$ cat src/pkg/ccp_pwm_pkg.sv
// Purpose: shared constants and carrier types of the capture/compare pwm block
// Assumes: 8-bit register port, one system clock (oscillator clock)
// Notes:   timer a/b/c are the three selectable auto-reload time bases
package ccp_pwm_pkg;

  // register offsets
  localparam logic [3:0] ADDR_DUTY_LOW   = 4'h0;
  localparam logic [3:0] ADDR_DUTY_HIGH  = 4'h1;
  localparam logic [3:0] ADDR_UNIT_CTRL  = 4'h2;
  localparam logic [3:0] ADDR_TB_SELECT  = 4'h3;
  localparam logic [3:0] ADDR_PERIOD_A   = 4'h4; // period_reg_a..c follow
  localparam logic [3:0] ADDR_TCTRL_A    = 4'h7; // timer control a..c follow
  localparam logic [3:0] ADDR_COUNT_A    = 4'hA; // timer counts a..c, ro

  // field positions
  localparam int UNIT_EN_BIT    = 0; // unit_control_reg: pwm mode enable
  localparam int ALIGN_SEL_BIT  = 4; // unit_control_reg: duty_align_sel
  localparam int TMR_ON_BIT     = 2; // timer control: timer runs
  localparam int PRESC_LSB      = 0; // timer control: prescale code [1:0]
  localparam int POSTSC_LSB     = 4; // timer control: postscale [7:4]

  // reset values
  localparam logic [7:0] RST_REG8    = 8'h00;
  localparam logic [7:0] RST_PERIOD  = 8'hFF;
  localparam logic [9:0] RST_LATCH   = 10'h000;

  // timing: one timer increment cycle is four oscillator clocks
  localparam int          CLK_PERIOD_NS  = 8;
  localparam int          PHASES_PER_INC = 4;
  localparam logic [1:0]  PHASE_LAST     = 2'(PHASES_PER_INC - 1);
  localparam int          NUM_TIMERS     = 3;

  // prescale codes: 1:1, 1:4, 1:16, 1:64
  typedef enum logic [1:0] {
    PRESC_1, PRESC_4, PRESC_16, PRESC_64
  } presc_t;

  // register port request
  typedef struct packed {
    logic [3:0] addr;
    logic [7:0] wdata;
    logic       wr;
    logic       rd;
  } bus_req_t;

  // whole state of the block
  typedef struct packed {
    logic [7:0]                  duty_low;
    logic [7:0]                  duty_high;
    logic [7:0]                  unit_ctrl;
    logic [7:0]                  tb_select;
    logic [NUM_TIMERS-1:0][7:0]  period;
    logic [NUM_TIMERS-1:0][7:0]  tctrl;
    logic [NUM_TIMERS-1:0][7:0]  count;
    logic [NUM_TIMERS-1:0][5:0]  presc_cnt;
    logic [1:0]                  phase;
    logic [9:0]                  duty_latch;
    logic                        pin;
    logic                        internal;
    logic [7:0]                  rdata;
  } state_t;

endpackage

$ cat src/rtl/ccp_pwm.sv
// Purpose: pulse-width generation mode of a capture/compare unit with its
//          three shared 8-bit auto-reload period timers
// Assumes: i_ref_clk is the oscillator clock; inputs synchronous to it
// Notes:   read data appear one cycle after the read strobe and only then
//
// Functional notes
// - unit picks timer a, b or c through shared timebase_select_reg.
// - period is (period value + 1) x 4 clocks x prescale factor.
// - count equal to period value clears timer at next increment.
// - new period drives pin high unless buffered duty is zero.
// - each period boundary with the unit enabled copies duty register pair into 10-bit latch.
// - timer postscaler never affects waveform period or frequency.
// - align bit clear: duty msbs in high bits 1..0, rest low.
// - align bit set: upper eight in high, lsbs in low bits 7..6.
// - duty writes any time, take effect only after current period.
// - time base is count plus phase bits, or two prescaler bits.
// - time base equal to latched duty drives pin low.
// - duty beyond period leaves the pin at its present level.
// - reset returns all block registers to reset values.
// - waveform also offered as internal signal for on-chip consumers.
//
// Strobed register access and the register addresses are this design's own decisions.
`timescale 1ns/1ps
`default_nettype none
module ccp_pwm
  import ccp_pwm_pkg::*;
(
  input  wire logic     i_ref_clk,
  input  wire logic     i_srst,
  input  wire bus_req_t i_bus,
  output logic [7:0]    o_rdata,
  output logic          o_pulse_out_pin,
  output logic          o_pwm_internal
);

  state_t st_q;
  state_t st_d;

  // terminal prescaler count for a prescale code
  function automatic logic [5:0] presc_max(input logic [1:0] code);
    case (presc_t'(code))
      PRESC_1:  presc_max = 6'h00;
      PRESC_4:  presc_max = 6'h03;
      PRESC_16: presc_max = 6'h0F;
      default:  presc_max = 6'h3F;
    endcase
  endfunction

  // two fine bits appended below the timer count
  function automatic logic [1:0] fine_bits(input logic [1:0] code,
                                           input logic [1:0] phase,
                                           input logic [5:0] pcnt);
    case (presc_t'(code))
      PRESC_1:  fine_bits = phase;
      PRESC_4:  fine_bits = pcnt[1:0];
      PRESC_16: fine_bits = pcnt[3:2];
      default:  fine_bits = pcnt[5:4];
    endcase
  endfunction

  logic [NUM_TIMERS-1:0] inc_tick;  // timer increments this cycle
  logic [NUM_TIMERS-1:0] wrap_tick; // timer wraps to zero this cycle

  // per-timer increment and period-match decode
  genvar g;
  generate
    for (g = 0; g < NUM_TIMERS; g++) begin : g_tmr
      assign inc_tick[g] = st_q.tctrl[g][TMR_ON_BIT]
                         && (st_q.phase == PHASE_LAST)
                         && (st_q.presc_cnt[g]
                             == presc_max(st_q.tctrl[g][PRESC_LSB +: 2]));
      assign wrap_tick[g] = inc_tick[g]
                          && (st_q.count[g] == st_q.period[g]);
    end
  endgenerate

  logic [1:0] sel;
  logic       boundary;
  logic [9:0] time_base;  // time base as it stands after this edge
  logic [9:0] duty_value;
  logic       unit_en;

  // selected time base and the duty value as software laid it out
  always_comb begin
    sel = (st_q.tb_select[1:0] == 2'h3) ? 2'h0 : st_q.tb_select[1:0];
    boundary  = wrap_tick[sel];
    if (st_q.unit_ctrl[ALIGN_SEL_BIT]) begin
      duty_value = {st_q.duty_high, st_q.duty_low[7:6]};
    end else begin
      duty_value = {st_q.duty_high[1:0], st_q.duty_low};
    end
    unit_en = st_q.unit_ctrl[UNIT_EN_BIT];
  end

  // next-state logic: registers, timers, duty latch, pin
  always_comb begin
    st_d = st_q;
    st_d.phase = st_q.phase + 2'h1;
    // prescalers and timers; postscale field is stored only
    for (int i = 0; i < NUM_TIMERS; i++) begin
      if (st_q.tctrl[i][TMR_ON_BIT] && st_q.phase == PHASE_LAST) begin
        if (inc_tick[i]) begin
          st_d.presc_cnt[i] = 6'h00;
          st_d.count[i] = wrap_tick[i] ? 8'h00 : st_q.count[i] + 8'h01;
        end else begin
          st_d.presc_cnt[i] = st_q.presc_cnt[i] + 6'h01;
        end
      end
    end
    // compare the time base the timers show after this edge, so the
    // registered pin falls on the very edge at which the match begins
    time_base = {st_d.count[sel],
                 fine_bits(st_d.tctrl[sel][PRESC_LSB +: 2],
                           st_d.phase, st_d.presc_cnt[sel])};
    // waveform: boundary set has priority over the compare clear
    if (!unit_en) begin
      st_d.pin = 1'b0;
    end else if (boundary) begin
      st_d.duty_latch = duty_value;
      st_d.pin = (duty_value != 10'h000);
    end else if (time_base == st_q.duty_latch) begin
      st_d.pin = 1'b0;
    end // otherwise the level holds
    st_d.internal = st_d.pin;
    // register writes
    if (i_bus.wr) begin
      case (i_bus.addr)
        ADDR_DUTY_LOW:  st_d.duty_low  = i_bus.wdata;
        ADDR_DUTY_HIGH: st_d.duty_high = i_bus.wdata;
        ADDR_UNIT_CTRL: st_d.unit_ctrl = i_bus.wdata;
        ADDR_TB_SELECT: st_d.tb_select = i_bus.wdata;
        ADDR_PERIOD_A:  st_d.period[0] = i_bus.wdata;
        4'h5:           st_d.period[1] = i_bus.wdata;
        4'h6:           st_d.period[2] = i_bus.wdata;
        ADDR_TCTRL_A:   st_d.tctrl[0]  = i_bus.wdata;
        4'h8:           st_d.tctrl[1]  = i_bus.wdata;
        4'h9:           st_d.tctrl[2]  = i_bus.wdata;
        default: ;
      endcase
    end
    // register reads, answered next cycle, zero otherwise
    st_d.rdata = 8'h00;
    if (i_bus.rd) begin
      case (i_bus.addr)
        ADDR_DUTY_LOW:  st_d.rdata = st_q.duty_low;
        ADDR_DUTY_HIGH: st_d.rdata = st_q.duty_high;
        ADDR_UNIT_CTRL: st_d.rdata = st_q.unit_ctrl;
        ADDR_TB_SELECT: st_d.rdata = st_q.tb_select;
        ADDR_PERIOD_A:  st_d.rdata = st_q.period[0];
        4'h5:           st_d.rdata = st_q.period[1];
        4'h6:           st_d.rdata = st_q.period[2];
        ADDR_TCTRL_A:   st_d.rdata = st_q.tctrl[0];
        4'h8:           st_d.rdata = st_q.tctrl[1];
        4'h9:           st_d.rdata = st_q.tctrl[2];
        ADDR_COUNT_A:   st_d.rdata = st_q.count[0];
        4'hB:           st_d.rdata = st_q.count[1];
        4'hC:           st_d.rdata = st_q.count[2];
        default:        st_d.rdata = 8'h00;
      endcase
    end
  end

  // state register with synchronous reset
  always_ff @(posedge i_ref_clk) begin
    if (i_srst) begin
      st_q.duty_low   <= RST_REG8;
      st_q.duty_high  <= RST_REG8;
      st_q.unit_ctrl  <= RST_REG8;
      st_q.tb_select  <= RST_REG8;
      st_q.period     <= {NUM_TIMERS{RST_PERIOD}};
      st_q.tctrl      <= {NUM_TIMERS{RST_REG8}};
      st_q.count      <= {NUM_TIMERS{RST_REG8}};
      st_q.presc_cnt  <= '0;
      st_q.phase      <= 2'h0;
      st_q.duty_latch <= RST_LATCH;
      st_q.pin        <= 1'b0;
      st_q.internal   <= 1'b0;
      st_q.rdata      <= RST_REG8;
    end else begin
      st_q <= st_d;
    end
  end

  // outputs straight from the state register
  assign o_rdata         = st_q.rdata;
  assign o_pulse_out_pin = st_q.pin;
  assign o_pwm_internal  = st_q.internal;

  // helper: cycles since the last boundary, valid while config is steady
  logic [17:0] gap_q;
  logic        gap_ok_q;
  logic [17:0] expect_len;
  always_comb begin
    expect_len = 18'({10'h000, st_q.period[sel]} + 18'h1)
               * 18'(PHASES_PER_INC)
               * 18'({12'h000, presc_max(st_q.tctrl[sel][1:0])} + 18'h1);
  end
  always_ff @(posedge i_ref_clk) begin
    if (i_srst) begin
      gap_q    <= 18'h0;
      gap_ok_q <= 1'b0;
    end else begin
      gap_q    <= boundary ? 18'h1 : gap_q + 18'h1;
      if (i_bus.wr && i_bus.addr >= ADDR_TB_SELECT) begin
        gap_ok_q <= 1'b0;
      end else if (boundary) begin
        gap_ok_q <= 1'b1;
      end
    end
  end
endmodule
`default_nettype wire

$ cat config.mk
export PLATFORM = sky130hd
export DESIGN_NAME = ccp_pwm
export DESIGN_NICKNAME = d
export VERILOG_FILES = /design/src/pkg/ccp_pwm_pkg.sv /design/src/rtl/ccp_pwm.sv
export SDC_FILE = /design/constraint.sdc
export NUM_CORES = 1
export LEC_CHECK = 0
export BUFFER_PORTS_ARGS = -buffer_cell sky130_fd_sc_hd__buf_2
export CORE_MARGIN = 2
export CORE_UTILIZATION = 50
export CTS_CLUSTER_SIZE = 28
export DETAILED_ROUTE_END_ITERATION = 8
export MAX_ROUTING_LAYER = met4
export PLACE_DENSITY_LB_ADDON = 0.08
export SYNTH_ARGS = -nofsm -noshare
export SYNTH_HDL_FRONTEND = slang
export SYNTH_SLANG_ARGS = --single-unit
$ cat constraint.sdc
create_clock -name i_ref_clk -period 5.5 [get_ports i_ref_clk]
set_input_delay 1.1 -clock i_ref_clk [delete_from_list [all_inputs] [get_ports i_ref_clk]]
set_output_delay 1.1 -clock i_ref_clk [all_outputs]
set_load 0.05 [all_outputs]
-- Word level (Yosys, flattened, before mapping)
Cells that the tools add are included.
- bitwise operators: 2
- eq/ne operators: 29
- add/subtract/negate cells: 7
- magnitude comparators: 1
- reduce and logical (&&, ||, !) cells: 29
- muxes and demuxes: 32
- operators by type and width (cell ; count):
    8-bit case mux with 13 select lines ; 1
    8-bit 2-to-1 mux ; 10
    6-bit case mux with 3 select lines ; 3
    6-bit 2-to-1 mux ; 7
    8-bit binary-select mux with 2-bit select ; 2
    8-bit by 1-bit adder with 8-bit output, second input constant ; 3
    8-bit equality test ; 3
    2-bit AND reduction ; 11
    4-bit equality test, second input constant ; 5
    6-bit by 1-bit adder with 6-bit output, second input constant ; 3
    6-bit equality test ; 3
    4-bit by 3-bit equality test with 1-bit output, second input constant ; 4
    6-bit binary-select mux with 2-bit select ; 1
    2-bit equality test, second input constant ; 6
    10-bit equality test ; 1
    10-bit 2-to-1 mux ; 1
    10-bit nonzero test ; 1
    1-bit logical AND ; 9
    2-bit by 1-bit equality test with 1-bit output, second input constant ; 4
    4-bit by 2-bit equality test with 1-bit output, second input constant ; 2
    2-bit zero test ; 4
    2-bit case mux with 3 select lines ; 1
    4-bit by 1-bit equality test with 1-bit output, second input constant ; 1
    4-bit zero test ; 1
    8 further kinds ; 13
- output and inout bits: 10
- register bits after elaboration: 143
- bits of input ports: 16

-- Depth between registers and ports, before layout
Gate-level depths: netlist of the first run.
- word-level depth: 13
- mapped depth: 13
- depth with buffers taken out: 10

-- Worst setup path after synthesis of the first run
No wires, ideal clock.
- path type: input to register
- start point: input port i_bus[12] (netlist name)
- end point: register st_q[88] (netlist name)
- stages on the path: 6
- path buffers: 1
- library setup time: 129 ps
- arrival time: 2829 ps
- slack: 2541 ps
- cells stage by stage: clkbuf_1 nor2b_1 nand2_1 nor3_1 mux2i_1 nand2_1
- word-level cells in the longest chain between the ends: 2
- ends and longest elaborated chain (element ; line ; source):
    start: declaration ; ccp_pwm.sv:30 ; input wire bus_req_t i_bus,
    4-bit by 3-bit equality test with 1-bit output ; ccp_pwm.sv:127 ; case (i_bus.addr)
    2-bit AND reduction (no source line) ; n/a ;
    end signal: assignment ; ccp_pwm.sv:180 ; st_q <= st_d;
    end: declaration ; ccp_pwm.sv:36 ; state_t st_q;
No other way between the ends.
A chain may end at the register's enable or synchronous reset.

-- Worst setup path in the final report of the first run
- start point: register st_q[55] (netlist name)
- end point: register st_q, in the netlist o_pwm_internal
- word-level cells in the longest chain between the ends: 9
- elaborated cells between the ends (all ways): 13
- those cells by class: add/sub: 1; eq/ne: 2; mux: 8; reduce/logical: 2
- ends and longest elaborated chain (element):
    parallel branches: the longest is 9 deep, another holds 8-bit by 1-bit adder with 8-bit output
Several ways; the timed one is not identified. The select of a mux whose other input is x is not followed.

==> results.json, run 1 <==
{
  "status": "completed",
  "tightest_slew_ns": 0.948,
  "peakVddDrop_mv": 0.227,
  "drv_slew": 0,
  "dr.pass1.iters": 5,
  "synth_top_cell_by_area": "dfxtp_1",
  "ctsHoldBuffers": 0,
  "syn_to_final_growth_pct": 7.66,
  "crit_path_max_fanout": 6,
  "pre_cts_ws_ns": 1.83,
  "cp-end-kind": "flip-flop",
  "period_needed_ns": 3.44,
  "ys_seq_area_share_pct": 34.9,
  "p_leak_nw": 3.17,
  "initial_utilization_pct": 51.5,
  "clock.fmax_mhz": 291,
  "synth_warnings": 0,
  "yosysTopAreaCellShare_pct": 34.9,
  "crit_type": "reg -> reg",
  "ant_nets": 0,
  "tns_ns": 0,
  "grt_max_degree": 51,
  "drive_gt1_share_pct": 8.92,
  "syn-num-nets": 1023,
  "wl_um": 26200,
  "ys_async_sr_fraction_pct": 0,
  "routed-via-count": 7506,
  "numPortBuffers": 25,
  "synth.distinct_cells": 79,
  "overflow": 0,
  "coreArea_mm2": 0.0159,
  "synth.most_common_cell": "dfxtp_1",
  "dp_hpwl_um": 18400,
  "die-width_um": 132,
  "via_per_inst": 6.24,
  "post_cts_resized": 0,
  "hold_viol": 0,
  "cp-start-kind": "flip-flop",
  "htreeDepth": 4,
  "place.gp.congestion": 0.940,
  "grt_pass1_vias": 7054,
  "antenna_found_initial": 0,
  "synth_seq_cells": 143,
  "multi_input_area_mm2": 0.00494,
  "dieHeight_um": 132,
  "grt_usage_pct": 30.9,
  "timing.max_cap.violations": 0,
  "nNetsFinal": 996,
  "io_pins": 26,
  "path_clk_slew_ns": 0.06,
  "worstPathArrival_ns": 3.76,
  "synth_ff_type": "dfxtp_1",
  "synth-edff-count": 0,
  "power_density_mw_per_mm2": 264,
  "min_period_over_period_pct": 62.6,
  "cts_setup_buffers": 0,
  "root_buffer": "clkbuf_16",
  "num_rows": 46,
  "required_ns": 5.82,
  "grt_pass1_wl_um": 40400,
  "dieArea_mm2": 0.0175,
  "finalSetupViolations": 0,
  "r2r_setup_slack_ns": 2.06,
  "clock_sinks": 143,
  "holdCritPathClass": "reg -> reg",
  "rsz0062_at_grt": "false",
  "synth_area_leaders": "dfxtp_1 (35%), mux2i_1 (12%), nor2_1 (6.1%)",
  "cts_tree": "done",
  "routedWlPerCell_um": 21.8,
  "drc": 0,
  "skew_ns": 0.0139,
  "cts_buffers": 17,
  "netlist_instances": 1000,
  "ff_latch_area_mm2": 0.00286,
  "relSlewSlack_pct": 36.8,
  "drt-initial-drc-count": 676,
  "synth_area_mm2": 0.00821,
  "final.setup.worst_slack_ns": 2.06,
  "postSynthAreaPerCell_um2": 8.21,
  "n_antenna_cell": 0,
  "synthTopCellsByCount": "dfxtp_1 (143), nor2_1 (133), mux2i_1 (96)",
  "clock_latency_ns": 0.43,
  "cts_buffer_depth": 2,
  "fill_cells": 1550
}
## final cells by class
cell class,instances,share of cell area [%]
Multi-Input combinational cell,773,55.9
Inverter,5,0.212
Clock inverter,14,1.39
Tap cell,216,3.06
Timing Repair Buffer,33,2.12
Sequential cell,143,32.4
Clock buffer,18,4.97
## layout by cell type, fill, tap and decap left out, types with 12 or more instances in the layout
cell and instances:
a211oi_1 12, a21oi_1 71, and3_1 19, buf_2 24, clkbuf_16 17, dfxtp_1 143
mux2i_1 96, nand2_1 85, nand3_1 42, nor2_1 133, nor2b_1 16, nor3_1 25
nor4_1 21, o21ai_0 31, xor2_1 37
## registers in the layout, indices dropped and copies added (netlist names)
register	flops
o_rdata	8
st_q	134
o_pwm_internal	1
## kinds of logic (layout without fill, tap and decap cells)
family,count (synthesis),after routing,share of synthesized area [%]
muxes,104,104,12.8
xor gates and xnor gates,47,47,5.01
DFF,143,143,34.9
and+or+nand+nor,398,398,23.6
adders and majority gates,7,7,1.07
AOI/OAI and AO/OA,217,217,17.7
buffers and inverters,84,70,4.98
## per-stage QoR
stage	hold slack, ns	util, %	power (W)	instance area (um2)	std cells
6_report	0.456	55.5	0.00234	8840	1202
5_1_grt	0.474	55.5	0.00240	8840	1202
4_1_cts	0.455	55.5	0.00234	8840	1202
3_5_place_dp	0.445	51.9	0.00124	8280	1170
3_3_place_gp	0.439	51.9	0.00124	8280	1170
2_1_floorplan	0.418	-	0.00119	8210	1000
## power breakdown
part           internal (W)  switching, W
clock network      0.000606      0.000514
logic             0.0000491      0.000109
registers           0.00105     0.0000124
## critical path: stages, from the launching register on
cell and delay [ns]:
dfxtp_1 0.50, xor2_1 0.11, nor4_1 0.78, and2_0 0.46, o21ai_0 0.19, a211oi_1 0.55
nor4_1 0.09, nor4_1 0.20, nand4_1 0.17, o31a_1 0.29
## worst paths after layout
path | end | startpoint | cells after the start
min reg2reg | st_q[20] | st_q[20] | 1
min | st_q[20] | st_q[20] | 1
max reg2reg | o_pwm_internal | st_q[55] | 9
max | o_pwm_internal | st_q[55] | 9
## per-layer routing
layer / wire, um / up-vias / GRT usage (%)
li1: - / 3587 / -
met4: 1340 / 0 / 17.0
met5: 0 / - / -
met1: 11200 / 3523 / 38.8
met2: 11900 / 313 / 47.0
met3: 1760 / 83 / 5.57
(Power assumes the default switching activity.)
==> inputs of run 2 (changes only) <==
--- a/config.mk
+++ b/config.mk
@@ -5,6 +5,7 @@
 export SDC_FILE = /design/constraint.sdc
 export NUM_CORES = 1
 export LEC_CHECK = 0
+export ABC_AREA = 1
 export BUFFER_PORTS_ARGS = -buffer_cell sky130_fd_sc_hd__buf_2
 export CORE_MARGIN = 2
 export CORE_UTILIZATION = 50
==> constraint.sdc (replaced) <==
create_clock -name i_ref_clk -period 3.2 [get_ports i_ref_clk]
set_input_delay 0.64 -clock i_ref_clk [delete_from_list [all_inputs] [get_ports i_ref_clk]]
set_output_delay 0.64 -clock i_ref_clk [all_outputs]
set_load 0.05 [all_outputs]
==> run 2 against run 1 <==
Total power is 70% higher. Routed wire length shrank 6.1%. Synthesized cell count rose by 20%. Final area decreased by 3.8%. Count of clock-buffer cells in the layout increased by 1. Non-clock buffer count grew 4. Clock power rose by 67%. Worst hold slack got worse by 0.0047 ns. Fmax grew 34%. Final cell count is 17% higher.
==> results.json, run 2 <==
{
  "status": "completed",
  "timing.rr.start": "st_q[20]",
  "postSynthAreaPerCell_um2": 6.47,
  "crit_type": "reg -> reg",
  "peakVddDrop_mv": 0.426,
  "seqPwrFrac_pct": 45.9,
  "grt_usage_pct": 31.6,
  "root_buffer": "clkbuf_16",
  "clock_latency_ns": 0.44,
  "clock_sinks": 143,
  "n_antenna_cell": 0,
  "synth-edff-count": 0,
  "clock_power_share_pct": 47.1,
  "syn_to_final_growth_pct": 9.91,
  "drv_slew": 0,
  "hold_viol": 0,
  "cp-end-kind": "flip-flop",
  "yosysTopAreaCellShare_pct": 37.0,
  "utilization_pct": 56.2,
  "timing.max_cap.violations": 0,
  "htreeDepth": 4,
  "via_per_inst": 5.53,
  "cts_tree": "done",
  "antenna_found_initial": 0,
  "overflow": 0,
  "wl_um": 24600,
  "worstPathArrival_ns": 2.87,
  "synthTopCellsByCount": "nand2_1 (326), inv_1 (152), dfxtp_1 (143)",
  "ys_async_sr_fraction_pct": 0,
  "synth_area_mm2": 0.00774,
  "cts_buffer_depth": 2,
  "dieHeight_um": 128,
  "coreArea_mm2": 0.0151,
  "path_clk_slew_ns": 0.07,
  "grt_pass1_vias": 7005,
  "synth.distinct_cells": 41,
  "num_rows": 45,
  "p_switching_w": 0.00107,
  "r2r-end": "st_q[15]",
  "routedWlPerCell_um": 17.5,
  "r2r_setup_slack_ns": 0.63,
  "cts_buffers": 17,
  "finalSetupViolations": 0,
  "ys_seq_area_share_pct": 37.0,
  "required_ns": 3.51,
  "die-width_um": 128,
  "initial_utilization_pct": 51.1,
  "synth_ff_type": "dfxtp_1",
  "power_density_mw_per_mm2": 467,
  "synth_seq_cells": 143,
  "grt_pass1_wl_um": 38400,
  "synth_top_cell_by_area": "dfxtp_1",
  "cts_setup_buffers": 0,
  "tightest_slew_ns": 0.869,
  "cp-endpoint": "st_q[15]",
  "netlist_instances": 1196,
  "syn-num-nets": 1219,
  "final_cell_mix": "nand2_1 (326), inv_1 (152), dfxtp_1 (143)",
  "synth_area_leaders": "dfxtp_1 (37%), nand2_1 (16%), inv_1 (7.4%)",
  "ctsHoldBuffers": 0,
  "drt-initial-drc-count": 873,
  "tns_ns": 0,
  "largest_register_ffs": 134,
  "skew_ns": 0.0111,
  "dp_hpwl_um": 17900,
  "rr_worst_depth": 12,
  "grt_max_degree": 75,
  "regMostFlops": "st_q",
  "holdCritPathClass": "reg -> reg",
  "synth.most_common_cell": "nand2_1",
  "dieArea_mm2": 0.0165,
  "routed-via-count": 7758,
  "drc": 0,
  "place.gp.congestion": 0.999,
  "layout_commonest_cell": "nand2_1",
  "io_pins": 26,
  "ant_nets": 0,
  "period_needed_ns": 2.57,
  "cp-start-kind": "flip-flop",
  "synth_warnings": 0,
  "clock.fmax_mhz": 389,
  "crit_path_max_fanout": 18,
  "nNetsFinal": 1225,
  "rsz0062_at_grt": "false",
  "crit_path_start": "st_q[20]",
  "p_int_w": 0.00291,
  "netSwitchingFraction_pct": 26.9,
  "p_leak_nw": 3.59,
  "post_cts_resized": 0,
  "dr.pass1.iters": 5,
  "power_frac_comb_pct": 7.0,
  "min_period_over_period_pct": 80.2,
  "relSlewSlack_pct": 40.6,
  "drive_gt1_share_pct": 7.74,
  "numPortBuffers": 25
}
[run 2: cell count changes after synthesis, moves of 24 or more]
cell / before / now
o21ai_0: 31 / 92
nand2_1: 85 / 326
mux2i_1: 96 / 0
inv_1: 4 / 152
a21oi_1: 71 / 107
nand3_1: 42 / 68
xor2_1: 37 / 13
[run 2: stage by stage]
stage | power [W] | instances | cell area [um2] | setup WS [ns] | hold slack (ns)
2_1_floorplan | 0.00205 | 1196 | 7740 | 1.25 | 0.418
3_3_place_gp | 0.00213 | 1371 | 7960 | 0.731 | 0.434
3_5_place_dp | 0.00213 | 1371 | 7960 | 0.699 | 0.439
4_1_cts | 0.00399 | 1403 | 8510 | 0.666 | 0.449
5_1_grt | 0.00409 | 1403 | 8510 | 0.361 | 0.468
6_report | 0.00398 | 1403 | 8510 | 0.632 | 0.452
[run 2: per-layer routing]
metal,routed length [um],GRT usage (%),vias up
li1,-,-,3927
met1,11500,43.7,3502
met2,10500,47.0,283
met3,1960,5.32,46
met4,641,10.7,0
met5,0,-,-
[run 2: worst max-delay path: stages (launching register included)]
cell and delay, ns:
dfxtp_1 0.35, ha_1 0.33, nand2_1 0.17, inv_1 0.10, nand4_1 0.32, inv_1 0.27
nand2_1 0.13, nand2_1 0.09, o211ai_1 0.13, inv_2 0.11, nand2_2 0.17, o21ai_0 0.21
a21oi_1 0.07
[run 2: logic make-up (layout without fill, tap and decap cells)]
kind of cell	after synthesis	after routing	synth area share, %
xor+xnor	17	17	1.92
compound gates	269	269	19.3
buf+inv	212	231	10.9
simple gates	548	548	29.7
flops	143	143	37.0
fa+ha+maj	7	7	1.13
[run 2: area by class of cell]
class / count / area (um2)
clock buffer: 19 / 443
clock inverter: 13 / 106
fill: 1541 / 6640
inverter: 162 / 608
multi-input combinational: 841 / 4040
sequential: 143 / 2860
tap: 188 / 235
timing repair buffer: 37 / 215
[run 2: worst min path at each step]
stage	to	depth (start not counted)	from
final	st_q[126]	2	st_q[126]
after global routing	st_q[126]	2	st_q[126]
after CTS	st_q[20]	1	st_q[20]
after detailed placement	st_q[20]	1	st_q[20]
after global placement	st_q[20]	1	st_q[20]
after floorplan	st_q[20]	1	st_q[20]
[run 2: power by group through the flow]
stage	clock network, W	registers (W)	logic (W)
6_report	0.00187	0.00182	0.000279
5_1_grt	0.00196	0.00183	0.000306
4_1_cts	0.00190	0.00182	0.000273
3_5_place_dp	0	0.00186	0.000272
3_3_place_gp	0	0.00186	0.000271
2_1_floorplan	0	0.00186	0.000193
==> inputs of run 3 (changes only) <==
--- a/config.mk
+++ b/config.mk
@@ -5,7 +5,7 @@
 export SDC_FILE = /design/constraint.sdc
 export NUM_CORES = 1
 export LEC_CHECK = 0
-export ABC_AREA = 1
+export ABC_AREA = 0
 export BUFFER_PORTS_ARGS = -buffer_cell sky130_fd_sc_hd__buf_2
 export CORE_MARGIN = 2
 export CORE_UTILIZATION = 50
==> constraint.sdc (replaced) <==
create_clock -name i_ref_clk -period 2.6 [get_ports i_ref_clk]
set_input_delay 0.52 -clock i_ref_clk [delete_from_list [all_inputs] [get_ports i_ref_clk]]
set_output_delay 0.52 -clock i_ref_clk [all_outputs]
set_load 0.05 [all_outputs]
==> run 3 against run 2 <==
The run now ends with setup timing left. Final cell count down 2.4%. Final area up 20%. Die area up 6.0%. Global-route usage up 1.7 points. Sequential share of layout area down 5.5 points. Worst hold slack better by 0.0091 ns. Non-clock buffer count up 161. Flip-flop and latch count unchanged. Critical path depth down 2. Count of clock-buffer cells in the layout down 2. Combinational power up 40%. Register-to-register slack worse by 0.78 ns. Largest cell class unchanged.
==> results.json, run 3 (synthesis results as in run 1) <==
{
  "routed-via-count": 8258,
  "largest_register_ffs": 134,
  "syn_to_final_growth_pct": 24.1,
  "period_needed_ns": 2.75,
  "power_density_mw_per_mm2": 492,
  "clock_sinks": 143,
  "path_clk_slew_ns": 0.07,
  "grt_pass1_wl_um": 43200,
  "cpPeakStageDelay_ns": 0.41,
  "dp_hpwl_um": 21300,
  "clock_latency_ns": 0.43,
  "tightest_slew_ns": 0.579,
  "pre_cts_ws_ns": -0.210,
  "nNetsFinal": 1161,
  "cp-end-kind": "flip-flop",
  "drt-initial-drc-count": 779,
  "peakVddDrop_mv": 0.518,
  "layout_commonest_cell": "buf_4",
  "crit_path_max_fanout": 6,
  "ant_nets": 0,
  "wl_um": 28700,
  "crit_path_top_delay_cell": "a2111oi_4",
  "finalSetupViolations": 1,
  "dieArea_mm2": 0.0175,
  "drv_slew": 0,
  "crit_type": "reg -> reg",
  "antenna_found_initial": 2,
  "crit_buf_inv": 1,
  "cts_tree": "done",
  "rr_worst_depth": 10,
  "crit_path_start": "st_q[28]",
  "hold_viol": 0,
  "r2r-end": "o_pwm_internal",
  "holdCritPathClass": "reg -> reg",
  "finalNonFillerCells": 1369,
  "numPortBuffers": 25,
  "dieHeight_um": 132,
  "drive_gt1_share_pct": 23.4,
  "fill_cells": 1455,
  "min_from": "st_q[83]",
  "cp-start-kind": "flip-flop",
  "grt_max_degree": 98,
  "worstPathArrival_ns": 3.07,
  "p_leak_nw": 4.02,
  "die-width_um": 132,
  "initial_utilization_pct": 51.5,
  "stdcell_area_mm2": 0.0102,
  "final.setup.worst_slack_ns": -0.148,
  "drc": 0,
  "violations": "setup timing",
  "via_per_inst": 6.03,
  "relSlewSlack_pct": 60.4,
  "cts_buffers": 17,
  "crit_chain": "or3_4 -> a2111oi_4 -> o21ai_2 -> buf_6 -> nor4b_4 -> nor4_1 -> a311o_1 -> a221oi_2 -> nand4_1 -> o31a_1",
  "dp.cells": 1334,
  "place.gp.congestion": 0.971,
  "hold_path_end": "st_q[83]",
  "timing.rr.start": "st_q[28]",
  "final_cell_mix": "buf_4 (170), dfxtp_1 (141), nor2_1 (133)",
  "io_pins": 26,
  "cts_buffer_depth": 2,
  "ctsHoldBuffers": 0,
  "skew_ns": 0.0101,
  "coreArea_mm2": 0.0159,
  "r2r_setup_slack_ns": -0.15,
  "holdPathStages": 2,
  "tns_ns": -0.148,
  "htreeDepth": 4,
  "grt_pass1_vias": 7593,
  "rsz0062_at_grt": "true",
  "routedWlPerCell_um": 20.9,
  "timing.max_cap.violations": 0,
  "regMostFlops": "st_q",
  "cpLargestDelayFamily": "compound AO/OA/AOI/OAI gates",
  "num_rows": 46,
  "overflow": 0,
  "placed_cell_area_mm2": 0.00957,
  "clock.fmax_mhz": 364,
  "required_ns": 2.92,
  "grt_usage_pct": 33.4,
  "status": "complete, but fails checks",
  "root_buffer": "clkbuf_16",
  "min_period_over_period_pct": 106,
  "dr.pass1.iters": 7
}
==> run 3: changes by cell type in the layout (fill, tap and decap cells not counted), sizes merged, moves of 16 or more <==
cell,change
nand3,-27
nor3,+17
nor2b,+16
buf,+161
inv,-153
nor4,+19
o21ai,-66
and3,+21
mux2i,+96
xor2,+24
a21oi,-38
nand2,-243
nor2,+18
o22ai,-21
==> run 3: per-stage QoR <==
stage	utilization [%]	total power (W)	hold slack, ns
2_1_floorplan	-	0.00252	0.418
3_3_place_gp	60.0	0.00266	0.444
3_5_place_dp	60.0	0.00266	0.450
4_1_cts	63.7	0.00502	0.460
5_1_grt	63.9	0.00514	0.481
6_report	63.9	0.00501	0.461
==> run 3: how the worst max path moves through the flow <==
| stage | endpoint | cells after the start |
|---|---|---|
| 4_1_cts | o_pwm_internal | 9 |
| 6_report | o_pwm_internal | 10 |
| 2_1_floorplan | o_pwm_internal | 9 |
| 3_5_place_dp | o_pwm_internal | 10 |
| 3_3_place_gp | o_pwm_internal | 10 |
| 5_1_grt | o_pwm_internal | 10 |
==> run 3: area by class of cell <==
class                   count  area, um2  area share [%]
repair buffers            198       1460            14.3
flip-flops and latches    143       2870            28.1
clock buffers              17        425            4.17
multi-input cells         773       5000            49.1
well taps                 216        270            2.65
inverters                   5       18.8           0.184
clock inverters            15        140            1.38
diodes                      2       5.00          0.0491
==> run 3: repair_timing <==
action                                  4_1_cts  5_1_grt
buffers inserted                              0        1
endpoints found under the setup margin        1        1
pin swaps                                     0        2
endpoints found under the hold margin         0        0
gates resized for setup                       3        9
==> run 3: worst register-to-register path, delay by kind of cell, from the launching register on <==
kind / cells / cell delay [ns]
AO/OA/AOI/OAI: 5 / 1.31
buffers and inverters: 1 / 0.16
flip-flops: 1 / 0.34
AND/OR/NAND/NOR: 4 / 0.81
==> run 3: routing by layer <==
metal	wire length [um]	vias up	part of all wire, %	global-route usage [%]
li1	-	3911	-	-
met1	12300	3907	43	41.7
met2	12900	360	45	51.4
met3	1890	80	6.6	6.23
met4	1540	0	5.4	17.4
met5	0	-	0	-
==> run 3: power breakdown <==
part / total [W] / leakage (nW) / switching (W) / internal [W]
logic: 0.000391 / 2.59 / 0.000253 / 0.000138
registers: 0.00223 / 1.16 / 0.0000174 / 0.00221
clock network: 0.00239 / 0.274 / 0.00113 / 0.00127
total: 0.00501 / 4.02 / 0.00140 / 0.00362
